File: src/core/pswc_pkg.sv
// package: constants and carrier types for the power state and wake controller
package pswc_pkg;

    // power states
    typedef enum logic [1:0] {
        PSWC_NORMAL,
        PSWC_CLK_GATE,
        PSWC_SLEEP,
        PSWC_OFF
    } pswc_state_t;

    // register map (word index = offset / 4)
    localparam logic [7:0] PSWC_REG_CTRL = 8'h00;
    localparam logic [7:0] PSWC_REG_DOMAIN = 8'h04;
    localparam logic [7:0] PSWC_REG_WAKE_EN = 8'h08;
    localparam logic [7:0] PSWC_REG_RETAIN = 8'h0c;
    localparam logic [7:0] PSWC_REG_STATUS = 8'h10;
    localparam logic [7:0] PSWC_REG_IRQ_STAT = 8'h14;
    localparam logic [7:0] PSWC_REG_IRQ_MASK = 8'h18;
    localparam logic [7:0] PSWC_REG_CAL = 8'h1c;

    // control register fields
    localparam int PSWC_CTRL_ENTER_SLEEP = 0;
    localparam int PSWC_CTRL_ENTER_OFF = 1;
    localparam int PSWC_CTRL_KEEP_SLOW = 2;
    localparam int PSWC_CTRL_CLK_SEL_LO = 4;
    localparam int PSWC_CTRL_DLL_EN = 6;

    // main clock select codes
    localparam logic [1:0] PSWC_CLK_RC = 2'h0;
    localparam logic [1:0] PSWC_CLK_XTAL = 2'h1;
    localparam logic [1:0] PSWC_CLK_DLL32 = 2'h2;
    localparam logic [1:0] PSWC_CLK_DLL48 = 2'h3;

    // irq/status bits
    localparam int PSWC_IRQ_WAKE = 0;
    localparam int PSWC_IRQ_RAMP = 1;
    localparam int PSWC_IRQ_XTAL = 2;
    localparam int PSWC_IRQ_CAL = 3;
    localparam int PSWC_IRQ_BITS = 4;

    // reset values
    localparam logic [31:0] PSWC_CTRL_RESET = 32'h0000_0000;
    localparam logic [31:0] PSWC_DOMAIN_RESET = 32'h0000_0000;
    localparam logic [31:0] PSWC_WAKE_EN_RESET = 32'h0000_0000;

    // supply ramp window: rise of 0.6 V within 100 us
    localparam int PSWC_CLK_HZ = 50_000_000;
    localparam int PSWC_RAMP_WINDOW_US = 100;
    localparam int PSWC_RAMP_WINDOW_CYC = PSWC_RAMP_WINDOW_US * (PSWC_CLK_HZ / 1_000_000);
    localparam int PSWC_RAMP_STEP_MV = 600;
    localparam int PSWC_CHIP_RESET_CYC = 16;
    localparam int PSWC_CAL_WINDOW_CYC = 1024;

    // oscillator and regulator enables
    typedef struct packed {
        logic fast_rc_osc;
        logic slow_rc_osc;
        logic rtc;
        logic bandgap;
        logic low_current_regulator;
        logic digital_regulator;
    } pswc_power_t;

    // retained pre-sleep information
    typedef struct packed {
        logic mirror_mode;
        logic [3:0] remap;
        logic [26:0] vector;
    } pswc_retain_t;

endpackage : pswc_pkg

File: src/core/pswc_ctrl.sv
// power state, clock source, reset and wake controller
// Operation
// - wfi/wfe request gates core clock, state kept
// - clock-gate exit resumes core without reboot
// - enabled interrupts or events end clock gate
// - sleep/off wake sources as documented
// - fast supply rise resets whole chip
// - software writes retained mode, remap, vectors
// - programmed registers put chip into sleep
// - deep wake boots from rom, info readable
// - probe-test parts boot from second rom
// - domains switch independently in normal mode
// - oscillators and counter per power state
// - regulators per power state
// - fast rc clocks system until crystal
// - rc oscillators calibrated against crystal
// - dll provides higher clocks for selection
module pswc_ctrl
    import pswc_pkg::*;
#(
    parameter int DOMAINS = 8,
    parameter int IRQ_SRC = 16,
    parameter int RAMP_WINDOW_CYC = PSWC_RAMP_WINDOW_CYC,
    parameter int SUPPLY_MV_W = 13
) (
    // clock and reset
    input wire logic sys_clk,
    input wire logic reset_n,
    // register port
    input wire logic [7:0] reg_addr,
    input wire logic [31:0] reg_wdata,
    input wire logic reg_wr,
    input wire logic reg_rd,
    output logic [31:0] reg_rdata,
    output logic irq,
    // core sleep handshake
    input wire logic core_wfi,
    input wire logic [IRQ_SRC-1:0] core_irq_src,
    output logic core_clk_en,
    output logic core_boot_mode,
    // wake and reset sources (asynchronous)
    input wire logic io_wake,
    input wire logic rtc_wake,
    input wire logic ext_reset_n,
    input wire logic uvlo_reset,
    input wire logic [SUPPLY_MV_W-1:0] supply_mv,
    input wire logic probe_test_part,
    // clock status (asynchronous)
    input wire logic crystal_ready,
    input wire logic dll_lock,
    input wire logic cal_ref_tick,
    input wire logic cal_osc_tick,
    // power and clock controls
    output pswc_power_t power_en,
    output logic crystal_osc_en,
    output logic dll_en,
    output logic [DOMAINS-1:0] domain_en,
    output logic [1:0] main_clk_sel,
    output logic probe_test_boot,
    output logic chip_reset
);

    localparam int RAMP_W = $clog2(RAMP_WINDOW_CYC + 1);
    localparam int RST_W = $clog2(PSWC_CHIP_RESET_CYC + 1);
    localparam int CAL_W = $clog2(PSWC_CAL_WINDOW_CYC + 1);
    localparam int NSYNC = 10;
    // supply samples and strap are trusted only once the synchronisers have filled
    localparam logic [2:0] SETTLE_STRAP = 3'h2;
    localparam logic [2:0] SETTLE_DONE = 3'h6;

    typedef struct packed {
        pswc_state_t state;
        logic [31:0] ctrl;
        logic [DOMAINS-1:0] domain;
        logic [IRQ_SRC-1:0] wake_en;
        pswc_retain_t retain;
        logic [PSWC_IRQ_BITS-1:0] irq_stat;
        logic [PSWC_IRQ_BITS-1:0] irq_mask;
        logic wake_pend;
        logic boot;
        logic probe_boot;
        logic strap_done;
        logic [2:0] settle;
        logic [1:0] clk_sel;
        logic [RAMP_W-1:0] ramp_cnt;
        logic [SUPPLY_MV_W-1:0] ramp_base;
        logic [RST_W-1:0] rst_cnt;
        logic [CAL_W-1:0] cal_win;
        logic [15:0] cal_cnt;
        logic [15:0] cal_result;
        logic [NSYNC-1:0] prev;
        logic [31:0] rdata;
    } pswc_regs_t;

    pswc_regs_t r;
    pswc_regs_t next_r;

    // two-flop synchronisers for all asynchronous inputs
    logic [NSYNC-1:0] sync_a;
    logic [NSYNC-1:0] sync_b;
    logic [SUPPLY_MV_W-1:0] mv_a;
    logic [SUPPLY_MV_W-1:0] mv_b;
    logic [SUPPLY_MV_W-1:0] mv_c;
    logic [SUPPLY_MV_W-1:0] mv_s;
    logic [IRQ_SRC-1:0] src_a;
    logic [IRQ_SRC-1:0] src_b;

    always_ff @(posedge sys_clk or negedge reset_n) begin
        if (!reset_n) begin
            sync_a <= '0;
            sync_b <= '0;
            mv_a <= '0;
            mv_b <= '0;
            mv_c <= '0;
            mv_s <= '0;
            src_a <= '0;
            src_b <= '0;
        end else begin
            sync_a <= {cal_osc_tick, cal_ref_tick, dll_lock, crystal_ready, probe_test_part,
                       ~ext_reset_n, uvlo_reset, rtc_wake, io_wake, core_wfi};
            sync_b <= sync_a;
            mv_a <= supply_mv;
            mv_b <= mv_a;
            mv_c <= mv_b;
            // bits of the supply word may resolve in different cycles: take it only when steady
            if (mv_b == mv_c) begin
                mv_s <= mv_b;
            end
            src_a <= core_irq_src;
            src_b <= src_a;
        end
    end

    logic s_wfi, s_io, s_rtc, s_uvlo, s_ext, s_probe, s_xrdy, s_dlock, s_cref, s_cosc;
    assign {s_cosc, s_cref, s_dlock, s_xrdy, s_probe, s_ext, s_uvlo, s_rtc, s_io, s_wfi} = sync_b;

    function automatic logic [31:0] pad32(input logic [31:0] v);
        return v;
    endfunction

    logic deep_wake;
    logic gate_wake;
    logic ramp_trip;
    logic [SUPPLY_MV_W:0] rise;
    logic [PSWC_IRQ_BITS-1:0] irq_ev;
    logic boot_set;

    always_comb begin
        next_r = r;
        boot_set = 1'b0;
        rise = {1'b0, mv_s} - {1'b0, r.ramp_base};
        // no judgement until the first valid supply sample is the window base
        ramp_trip = (r.settle == SETTLE_DONE) && !rise[SUPPLY_MV_W]
            && (rise[SUPPLY_MV_W-1:0] > SUPPLY_MV_W'(PSWC_RAMP_STEP_MV));
        irq_ev = '0;
        gate_wake = |(src_b & r.wake_en);
        // sleep keeps rtc wake, off ignores it
        deep_wake = s_io || s_ext || s_uvlo || (r.state == PSWC_SLEEP && s_rtc);

        // capture probe-test strap once after reset release
        if (!r.strap_done && r.settle == SETTLE_STRAP) begin
            next_r.strap_done = 1'b1;
            next_r.probe_boot = s_probe;
        end

        // supply ramp monitor: compare against the lowest level since window start
        if (r.ramp_cnt == RAMP_W'(RAMP_WINDOW_CYC - 1)) begin
            next_r.ramp_cnt = '0;
            next_r.ramp_base = mv_s;
        end else begin
            next_r.ramp_cnt = r.ramp_cnt + 1'b1;
        end
        if (rise[SUPPLY_MV_W]) begin
            next_r.ramp_base = mv_s;
        end
        // after a reset the base follows the supply, else power-up itself looks like a ramp
        if (r.settle != SETTLE_DONE) begin
            next_r.settle = r.settle + 1'b1;
            next_r.ramp_base = mv_s;
            next_r.ramp_cnt = '0;
        end
        if (r.rst_cnt != '0) begin
            next_r.rst_cnt = r.rst_cnt - 1'b1;
        end

        // wake latch: set while entering so an early wake is not lost
        if (r.state != PSWC_NORMAL && (deep_wake || gate_wake)) begin
            next_r.wake_pend = 1'b1;
        end

        case (r.state)
            PSWC_NORMAL: begin
                next_r.wake_pend = 1'b0;
                if (r.ctrl[PSWC_CTRL_ENTER_OFF]) begin
                    next_r.state = PSWC_OFF;
                    next_r.clk_sel = PSWC_CLK_RC;
                    // a wake already present at entry is carried into the deep state
                    next_r.wake_pend = s_io || s_ext || s_uvlo;
                end else if (r.ctrl[PSWC_CTRL_ENTER_SLEEP]) begin
                    next_r.state = PSWC_SLEEP;
                    next_r.clk_sel = PSWC_CLK_RC;
                    next_r.wake_pend = s_io || s_ext || s_uvlo || s_rtc;
                end else if (s_wfi && !gate_wake) begin
                    next_r.state = PSWC_CLK_GATE;
                end
            end
            PSWC_CLK_GATE: begin
                // resume in place: no boot flag, registers untouched
                if (gate_wake || r.wake_pend) begin
                    next_r.state = PSWC_NORMAL;
                    next_r.wake_pend = 1'b0;
                    irq_ev[PSWC_IRQ_WAKE] = 1'b1;
                end
            end
            PSWC_SLEEP, PSWC_OFF: begin
                if (deep_wake || r.wake_pend) begin
                    next_r.state = PSWC_NORMAL;
                    next_r.boot = 1'b1;
                    boot_set = 1'b1;
                    next_r.wake_pend = 1'b0;
                    next_r.ctrl[PSWC_CTRL_ENTER_SLEEP] = 1'b0;
                    next_r.ctrl[PSWC_CTRL_ENTER_OFF] = 1'b0;
                    irq_ev[PSWC_IRQ_WAKE] = 1'b1;
                end else begin
                    next_r.wake_pend = 1'b0;
                end
            end
            default: begin
                next_r.state = PSWC_NORMAL;
            end
        endcase

        // main clock: rc until crystal is ready, switch only when running
        if (r.state == PSWC_NORMAL) begin
            if (!s_xrdy) begin
                next_r.clk_sel = PSWC_CLK_RC;
            end else if (r.ctrl[PSWC_CTRL_CLK_SEL_LO +: 2] == PSWC_CLK_XTAL) begin
                next_r.clk_sel = PSWC_CLK_XTAL;
            end else if (r.ctrl[PSWC_CTRL_CLK_SEL_LO +: 2] != PSWC_CLK_RC && s_dlock) begin
                next_r.clk_sel = r.ctrl[PSWC_CTRL_CLK_SEL_LO +: 2];
            end else if (r.ctrl[PSWC_CTRL_CLK_SEL_LO +: 2] == PSWC_CLK_RC) begin
                next_r.clk_sel = PSWC_CLK_RC;
            end
        end
        if (s_xrdy && !r.prev[5]) begin
            irq_ev[PSWC_IRQ_XTAL] = 1'b1;
        end

        // calibration: count rc ticks over a window of crystal ticks
        if (s_xrdy) begin
            if (s_cosc && !r.prev[9]) begin
                next_r.cal_cnt = r.cal_cnt + 1'b1;
            end
            if (s_cref && !r.prev[8]) begin
                if (r.cal_win == CAL_W'(PSWC_CAL_WINDOW_CYC - 1)) begin
                    next_r.cal_win = '0;
                    next_r.cal_result = r.cal_cnt;
                    next_r.cal_cnt = '0;
                    irq_ev[PSWC_IRQ_CAL] = 1'b1;
                end else begin
                    next_r.cal_win = r.cal_win + 1'b1;
                end
            end
        end
        next_r.prev = sync_b;

        if (ramp_trip) begin
            next_r.rst_cnt = RST_W'(PSWC_CHIP_RESET_CYC);
            next_r.ramp_base = mv_s;
            irq_ev[PSWC_IRQ_RAMP] = 1'b1;
        end

        // register port; retained block survives sleep/off
        next_r.rdata = '0;
        if (reg_wr) begin
            case (reg_addr)
                PSWC_REG_CTRL: next_r.ctrl = reg_wdata;
                PSWC_REG_DOMAIN: next_r.domain = reg_wdata[DOMAINS-1:0];
                PSWC_REG_WAKE_EN: next_r.wake_en = reg_wdata[IRQ_SRC-1:0];
                PSWC_REG_RETAIN: next_r.retain = reg_wdata;
                PSWC_REG_IRQ_MASK: next_r.irq_mask = reg_wdata[PSWC_IRQ_BITS-1:0];
                // a deep wake in the same cycle wins over the clear
                PSWC_REG_STATUS: next_r.boot = boot_set | (r.boot & ~reg_wdata[2]);
                default: ;
            endcase
        end
        if (reg_rd) begin
            case (reg_addr)
                PSWC_REG_CTRL: next_r.rdata = r.ctrl;
                PSWC_REG_DOMAIN: next_r.rdata = pad32(32'(r.domain));
                PSWC_REG_WAKE_EN: next_r.rdata = pad32(32'(r.wake_en));
                PSWC_REG_RETAIN: next_r.rdata = r.retain;
                PSWC_REG_STATUS: next_r.rdata = {25'h0, r.probe_boot, r.clk_sel, s_dlock, r.boot,
                                                 r.state};
                PSWC_REG_IRQ_STAT: begin
                    next_r.rdata = pad32(32'(r.irq_stat));
                    next_r.irq_stat = '0;
                end
                PSWC_REG_IRQ_MASK: next_r.rdata = pad32(32'(r.irq_mask));
                PSWC_REG_CAL: next_r.rdata = {16'h0, r.cal_result};
                default: next_r.rdata = '0;
            endcase
        end
        // new events win over the read-clear
        next_r.irq_stat = next_r.irq_stat | irq_ev;
    end

    always_ff @(posedge sys_clk or negedge reset_n) begin
        if (!reset_n) begin
            r <= '0;
            r.ctrl <= PSWC_CTRL_RESET;
            r.domain <= DOMAINS'(PSWC_DOMAIN_RESET);
            r.wake_en <= IRQ_SRC'(PSWC_WAKE_EN_RESET);
            r.boot <= 1'b1;
        end else if (r.rst_cnt != '0 && next_r.rst_cnt != '0) begin
            // whole-chip reset holds the controller's own state at power-up values
            r <= '0;
            r.rst_cnt <= next_r.rst_cnt;
            r.boot <= 1'b1;
            // retained block and edge history survive; the cause stays visible afterwards
            r.retain <= r.retain;
            r.prev <= next_r.prev;
            r.irq_stat[PSWC_IRQ_RAMP] <= 1'b1;
        end else begin
            r <= next_r;
        end
    end

    assign reg_rdata = r.rdata;
    assign irq = |(r.irq_stat & r.irq_mask);
    assign core_clk_en = (r.state == PSWC_NORMAL);
    assign core_boot_mode = r.boot;
    assign probe_test_boot = r.probe_boot & r.boot;
    assign chip_reset = (r.rst_cnt != '0);
    assign main_clk_sel = r.clk_sel;
    assign crystal_osc_en = (r.state == PSWC_NORMAL) || (r.state == PSWC_CLK_GATE);
    assign dll_en = crystal_osc_en && r.ctrl[PSWC_CTRL_DLL_EN];
    assign domain_en = (r.state == PSWC_SLEEP || r.state == PSWC_OFF) ? '0 : r.domain;

    always_comb begin
        power_en = '0;
        case (r.state)
            PSWC_NORMAL, PSWC_CLK_GATE: begin
                power_en = '1;
            end
            PSWC_SLEEP: begin
                power_en.slow_rc_osc = r.ctrl[PSWC_CTRL_KEEP_SLOW];
                power_en.rtc = r.ctrl[PSWC_CTRL_KEEP_SLOW];
                power_en.low_current_regulator = 1'b1;
            end
            default: power_en = '0;
        endcase
    end

endmodule // pswc_ctrl

File: config.mk
export PLATFORM = sky130hd
export DESIGN_NAME = pswc_ctrl
export DESIGN_NICKNAME = d
export VERILOG_FILES = /design/src/core/pswc_pkg.sv /design/src/core/pswc_ctrl.sv
export SDC_FILE = /design/constraint.sdc
export NUM_CORES = 1
export LEC_CHECK = 0
export ABC_CLOCK_PERIOD_IN_PS = 3300
export BUFFER_PORTS_ARGS = -buffer_cell sky130_fd_sc_hd__buf_2
export CAP_MARGIN = 40
export CORE_ASPECT_RATIO = 0.75
export CORE_UTILIZATION = 45
export CTS_CLUSTER_SIZE = 12
export DETAILED_ROUTE_END_ITERATION = 8
export PLACE_DENSITY = 0.76
export SYNTH_ARGS = -nofsm -noshare
export SYNTH_HDL_FRONTEND = slang
export SYNTH_SLANG_ARGS = --single-unit
File: constraint.sdc
create_clock -name sys_clk -period 3.3 [get_ports sys_clk]
set_clock_uncertainty 0.05 [all_clocks]
set_input_delay 0.66 -clock sys_clk [delete_from_list [all_inputs] [get_ports sys_clk]]
set_output_delay 0.66 -clock sys_clk [all_outputs]
set_load 0.02 [all_outputs]
==> flow_summary_export.csv, run 1 <==
group,metric,value,unit
run_status,outcome,"finished with violations",
run_status,failing_checks,"setup timing",
global_routing,grt_pass1_wl,62.8,mm
logic_synthesis,post_synth_instance_area,14400,um2
logic_synthesis,postSynth.asyncResetShare,100,%
timing,worst_pin_slew,901,ps
routing,first_pass_iters,6,
cts,numCtsBuffers,35,
cts,cell_at_the_root_of_the_clock_tree,"sky130_fd_sc_hd__clkbuf_16",
timing,whs,88.8,ps
global_routing,grt-ovfl-total,0,
logic_synthesis,synth_cell_type_count,60,
routing,wl,41.2,mm
cts,htree_num_levels,2,
timing,highest_achievable_clock_rate,0.296,GHz
routing,drtAntennaViolNets,0,
logic_synthesis,postSynthNetCount,1566,
cells_and_area,finalCoreUtilization,57.6,%
timing,tightest_slew_margin_relative_to_the_limit,39.9,%
routing,detail_route.vias_per_cell,5.99,
worst_setup_path,setup.reg_to_reg.worst_slack,-70,ps
die,floorplan.io_pins,138,
logic_synthesis,synth.largest_area_cell,"sky130_fd_sc_hd__dfrtp_1",
cells_and_area,finish.instance_area,18000,um2
logic_synthesis,avgSynthCellArea,9.83,um2
cts,cts-hold-fix-buffers,0,
die,total_die_area,32700,um2
logic_synthesis,postSynthCellCount,1463,
cells_and_area,final.fill_count,2404,
timing,fin_crit_sh,102,%
power,power.static_leakage,7.96,nW
timing,timing.final.setup_violations,98,
timing,rsz0062_at_grt,"yes",
logic_synthesis,yosys-top-cells-area,"sky130_fd_sc_hd__dfrtp_1, sky130_fd_sc_hd__nand2_1, sky130_fd_sc_hd__nand3_1",
worst_setup_path,end_kind,"flop",
power,power_density,613,nW/um2
logic_synthesis,synth_top_area_share,55.5,%
worst_setup_path,timing.critical_path.fanout_max,12,
worst_setup_path,critical_path.startpoint_type,"flop",
placed_design,numPortBuffers,137,
routing,detail_route.drc_violations,0,
worst_setup_path,worst_path_required_time,3690,ps
timing,timing.final.crit_period,3370,ps
global_routing,gr-usage-all-layers,24.3,%
cts,tritoncts,"built",
die,die_w,208,um
worst_setup_path,crit-reg2reg-capture,"r[68]",
routing,drt_iter0_markers,1440,
worst_setup_path,cp.arrival,3760,ps
timing,setup_slack,-74.0,ps
logic_synthesis,synth-edff-count,0,
die,fp.dieH,157,um
logic_synthesis,yosys_register_bits,320,
global_routing,largest_net_degree_at_the_start_of_global_routing,104,
timing,maxSlewViolCount,0,
die,design.core.area,31300,um2
cells_and_area,final_layout_size_suffix_gt1_share,27.4,%
routing,wl_per_cell,20.5,um
cts,cts.reportedPaths.clkPinSlew,60,ps
cells_and_area,area_added_between_synthesis_and_finish,25.4,%
placed_design,gp_routability_congestion,0.926,
timing,timing_hold_violations_final,0,
placed_design,place_hpwl,25.1,mm
die,core.rowCount,56,
worst_setup_path,criticalPathCategory,"flop to flop",
timing,totalNegativeSetupSlack,-3280,ps
cells_and_area,nNetsFinal,1692,
cts,cts_sinks,320,
placed_design,postPlaceCellArea,15600,um2
cts,clock_path_buffers,3,
logic_synthesis,ys_seq_area_share,55.7,%
worst_setup_path,timing.reg2reg.worst_path_depth,15,
power,vdd_ir_drop_max,365,uV
routing,route.vias.total,12100,
logic_synthesis,ys.warnings.count,0,
logic_synthesis,ys_dominant_reg_cell,"sky130_fd_sc_hd__dfrtp_1",
cts,worst_skew_pair.late_latency,520,ps
worst_setup_path,critical_path.reg2reg.startpoint,"mv_s[0]",
global_routing,grt_pass1_vias,11600,
run,max-cap-violations,0,
die,start_util,45.9,%
min_path,hold_class,"input port to async pin",
placed_design,detailedPlace.worstSlack,-234,ps
global_routing,initial_antenna_violation_count,1,
[layout make-up]
| class | count | area [um2] | share of cell area, % |
|---|---|---|---|
| flip-flops and latches | 320 | 8010 | 44.4 |
| multi-input cells | 993 | 6620 | 36.7 |
| repair buffers | 212 | 1740 | 9.64 |
| clock buffers | 48 | 987 | 5.47 |
| well taps | 406 | 508 | 2.82 |
| inverters | 27 | 101 | 0.562 |
| clock inverters | 7 | 66.3 | 0.368 |
| diodes | 2 | 5.00 | 0.0278 |
[cell families after synthesis]
logic type | synth area share [%]
flops | 55.7
simple gates | 19.5
fa+ha+maj | 1.79
compound gates | 13.1
xor+xnor | 2.74
mux | 2.05
buf+inv | 5.12
[sequential cells by signal, indices dropped and copies added (netlist names)]
| name | cells |
|---|---|
| mv_b | 13 |
| src_a | 16 |
| sync_a | 10 |
| r | 181 |
| reg_rdata | 32 |
| src_b | 16 |
| main_clk_sel | 2 |
| mv_a | 13 |
| core_boot_mode | 1 |
| mv_s | 13 |
| mv_c | 13 |
| sync_b | 10 |
[power by group]
part	internal, mW	switching [mW]
logic	1.28	1.97
clock network	2.16	1.54
registers	4.03	0.0783
[placed cells by master, fill, tap and decap left out, drive strengths merged, types with 5 or more instances in the layout]
cell and instances:
dfrtp 319, nand2 258, buf 206, nand3 129
nor2 110, a21oi 107, clkbuf 54, nor3 46
a22oi 37, a311o 32, xnor2 28, inv 26
o21ai 22, ha 19, xor2 17, a22o 17
a221oi 17, and3 16, mux2i 16, nor2b 13
mux2 12, nor3b 10, a211oi 10, and2 9
a31oi 7, nand4 6, clkinv 6, a21o 5
nand2b 5
[routing by layer]
layer	share of wire [%]	GRT usage, %
met1	42	34.3
met2	45	36.8
met3	9.7	5.74
met4	2.6	7.80
met5	0	0
[worst max path at each step]
stage	from	slack, ps	depth (start not counted)	to
2_1_floorplan	mv_s[0]	40	15	r[130]
4_1_cts	mv_s[0]	-120	15	reg_rdata[8]
6_report	mv_s[0]	-70	15	r[68]
3_5_place_dp	mv_s[0]	-230	14	reg_rdata[9]
3_3_place_gp	mv_s[0]	-100	14	reg_rdata[7]
5_1_grt	mv_s[0]	-220	15	r[150]
[worst max-delay path, cell delays in order, from the launching register on]
cell	delay [ps]
sky130_fd_sc_hd__dfrtp_1	390
sky130_fd_sc_hd__inv_2	80
sky130_fd_sc_hd__ha_4	130
sky130_fd_sc_hd__inv_2	40
sky130_fd_sc_hd__fa_2	360
sky130_fd_sc_hd__a211oi_4	260
sky130_fd_sc_hd__o21bai_1	110
sky130_fd_sc_hd__a21oi_1	170
sky130_fd_sc_hd__xnor2_1	100
sky130_fd_sc_hd__a221o_1	390
sky130_fd_sc_hd__a211oi_4	280
sky130_fd_sc_hd__a211oi_4	140
sky130_fd_sc_hd__o21a_4	260
sky130_fd_sc_hd__buf_12	170
sky130_fd_sc_hd__buf_16	170
sky130_fd_sc_hd__nor3_4	180
[synthesized netlist by cell type (15+ instances only)]
library cell,instances
sky130_fd_sc_hd__a21oi_1,107
sky130_fd_sc_hd__mux2i_1,16
sky130_fd_sc_hd__dfrtp_1,319
sky130_fd_sc_hd__inv_1,26
sky130_fd_sc_hd__o21ai_0,22
sky130_fd_sc_hd__nor2_1,110
sky130_fd_sc_hd__nor3_1,46
sky130_fd_sc_hd__buf_2,15
sky130_fd_sc_hd__a221oi_1,17
sky130_fd_sc_hd__ha_1,19
sky130_fd_sc_hd__buf_4,38
sky130_fd_sc_hd__and3_1,16
sky130_fd_sc_hd__a22oi_1,37
sky130_fd_sc_hd__xnor2_1,28
sky130_fd_sc_hd__xor2_1,17
sky130_fd_sc_hd__clkbuf_1,68
sky130_fd_sc_hd__a22o_1,17
sky130_fd_sc_hd__nand3_1,129
sky130_fd_sc_hd__nand2_1,258
sky130_fd_sc_hd__a311o_1,32
[per-stage QoR]
stage	std cells	power, mW
2_1_floorplan	1463	5.19
3_3_place_gp	1934	5.96
3_5_place_dp	1934	6.00
4_1_cts	2006	10.5
5_1_grt	2014	11.4
6_report	2015	11.1
[what timing repair did]
item                       CTS  global route
hold endpoints to repair     0             0
cloned                       6             7
setup endpoints to repair  205           213
buffers inserted            11             4
pin swaps                   30            32
gates resized for setup    118           123
Power figures use the tool's default switching activity.
==> run 2: changes to the inputs <==
--- a/config.mk
+++ b/config.mk
@@ -16,3 +16,4 @@
 export SYNTH_ARGS = -nofsm -noshare
 export SYNTH_HDL_FRONTEND = slang
 export SYNTH_SLANG_ARGS = --single-unit
+export TNS_END_PERCENT = 50
==> flow_summary_export.csv, run 2 (synthesized netlist as in run 1, its figures left out) <==
group,metric,value,unit
worst_setup_path,criticalPathCategory,"flop to flop",
cells_and_area,nNetsFinal,1696,
cts,cell_at_the_root_of_the_clock_tree,"sky130_fd_sc_hd__clkbuf_16",
global_routing,grt_pass1_wl,62.7,mm
die,design.core.area,31300,um2
placed_design,place_hpwl,25.1,mm
die,core.rowCount,56,
cells_and_area,layout_common_cells,"sky130_fd_sc_hd__dfrtp_1, sky130_fd_sc_hd__nand2_1, sky130_fd_sc_hd__buf_2, sky130_fd_sc_hd__nand3_1, sky130_fd_sc_hd__nor2_1",
cts,worst_skew_pair.late_latency,520,ps
cts,numCtsBuffers,35,
power,vdd_ir_drop_max,385,uV
die,floorplan.io_pins,138,
cells_and_area,final.fill_count,2394,
timing,timing_hold_violations_final,0,
die,start_util,45.9,%
worst_setup_path,worst_path_required_time,3690,ps
power,power_density,625,nW/um2
worst_setup_path,critical_path.reg2reg.startpoint,"mv_s[0]",
routing,drtAntennaViolNets,0,
placed_design,post-place-cells,1934,
cts,cts-hold-fix-buffers,0,
routing,first_pass_iters,6,
global_routing,largest_net_degree_at_the_start_of_global_routing,104,
worst_setup_path,end_kind,"flop",
worst_setup_path,worst_setup_path_startpoint,"mv_s[0]",
die,fp.dieH,157,um
placed_design,gp_routability_congestion,0.926,
timing,worst_pin_slew,882,ps
global_routing,initial_antenna_violation_count,1,
cells_and_area,final_cell_count_no_fill,2018,
worst_setup_path,timing.critical_path.fanout_max,6,
power,power.static_leakage,7.98,nW
die,total_die_area,32700,um2
timing,maxSlewViolCount,0,
timing,timing.final.setup_violations,135,
global_routing,grt_pass1_vias,11500,
cells_and_area,layout.cells.most_common,"sky130_fd_sc_hd__dfrtp_1",
cells_and_area,area_added_between_synthesis_and_finish,25.9,%
die,die_w,208,um
routing,wl_per_cell,20.5,um
run_status,outcome,"finished with violations",
worst_setup_path,timing.reg2reg.worst_path_depth,16,
timing,tightest_slew_margin_relative_to_the_limit,41.2,%
routing,detail_route.vias_per_cell,6.02,
timing,highest_achievable_clock_rate,0.294,GHz
run_status,failing_checks,"setup timing",
routing,drt_iter0_markers,1345,
cts,tritoncts,"built",
cells_and_area,largest_register,"r",
global_routing,grt-ovfl-total,0,
routing,wl,41.3,mm
timing,fin_crit_sh,103,%
placed_design,numPortBuffers,137,
timing,rsz0062_at_grt,"yes",
routing,detail_route.drc_violations,0,
timing,setup_slack,-98.2,ps
worst_setup_path,critical_path.startpoint_type,"flop",
power,total_power_consumption_of_the_routed_design,11.3,mW
cells_and_area,max_reg_flops,181,
global_routing,gr-usage-all-layers,24.2,%
cts,clock_path_buffers,3,
placed_design,postPlaceCellArea,15600,um2
cts,cts.reportedPaths.clkPinSlew,60,ps
timing,timing.final.crit_period,3400,ps
min_path,hold_class,"input port to async pin",
run,max-cap-violations,0,
routing,route.vias.total,12100,
cells_and_area,final_layout_size_suffix_gt1_share,27.4,%
cells_and_area,finish.instance_area,18100,um2
cts,cts_sinks,320,
worst_setup_path,cp.arrival,3790,ps
cts,htree_num_levels,2,
## run 2: cell count changes in the layout (fill, tap and decap cells not counted), sizes merged
cell,before,now
clkbuf,54,57
bufbuf,0,1
diode,2,1
## run 2: per-layer routing
layer / GRT usage, % / vias to the layer above / wire length, um
met2: 36.9 / 669 / 18700
li1: - / 5333 / -
met5: 0 / - / 0
met4: 7.72 / 0 / 1190
met1: 34.4 / 6025 / 17600
met3: 5.46 / 117 / 3940
## run 2: path summary, 6_finish.rpt
kind / slack [ps] / to
setup / recovery: -100 / r[77]
hold reg to reg: 290 / src_b[1]
hold / removal: 100 / sync_b[1]
max in group asynchronous: 2210 / src_a[1]
min in group sys_clk: 200 / mv_a[7]
setup reg to reg: -100 / r[77]
## run 2: worst max-delay path, stage by stage (launching register included)
cell and delay, ps:
sky130_fd_sc_hd__dfrtp_1 390, sky130_fd_sc_hd__inv_2 80, sky130_fd_sc_hd__ha_4 130, sky130_fd_sc_hd__inv_2 40
sky130_fd_sc_hd__fa_2 360, sky130_fd_sc_hd__a211oi_4 260, sky130_fd_sc_hd__o21bai_1 110, sky130_fd_sc_hd__a21oi_1 170
sky130_fd_sc_hd__xnor2_1 90, sky130_fd_sc_hd__a221o_1 380, sky130_fd_sc_hd__a211oi_4 280, sky130_fd_sc_hd__a211oi_4 140
sky130_fd_sc_hd__o21a_4 260, sky130_fd_sc_hd__buf_12 160, sky130_fd_sc_hd__buf_12 140, sky130_fd_sc_hd__clkbuf_16 170
sky130_fd_sc_hd__a21oi_2 100
## run 2: per-stage QoR
stage | utilization [%] | TNS (ps) | hold WS, ps | setup WS (ps)
after CTS | 55.5 | -11540 | 168 | -120
after floorplan | - | 0 | 281 | 39.0
final | 57.8 | -5580 | 96.3 | -98.2
after detailed placement | 49.7 | -18010 | 285 | -234
after global placement | 49.7 | -5150 | 283 | -102
after global routing | 57.8 | -30580 | 182 | -221
## run 2: cell type report
| class | count | area, um2 | area share, % |
|---|---|---|---|
| Sequential cell | 320 | 8010 | 44.2 |
| Multi-Input combinational cell | 993 | 6560 | 36.2 |
| Timing Repair Buffer | 216 | 1870 | 10.3 |
| Clock buffer | 48 | 987 | 5.45 |
| Tap cell | 406 | 508 | 2.81 |
| Inverter | 27 | 101 | 0.560 |
| Clock inverter | 7 | 66.3 | 0.366 |
| Antenna cell | 1 | 2.50 | 0.0138 |
## run 2: timing repair
item	4_1_cts	5_1_grt
endpoints found under the hold margin	0	0
cloned	6	11
gates resized for setup	118	111
pin swaps	37	28
endpoints found under the setup margin	205	213
buffers inserted	11	2
## run 2: where the power goes
part | internal [mW] | leakage [nW] | switching (mW)
registers | 4.03 | 4.07 | 0.0779
logic | 1.51 | 3.40 | 1.99
clock network | 2.16 | 0.515 | 1.55
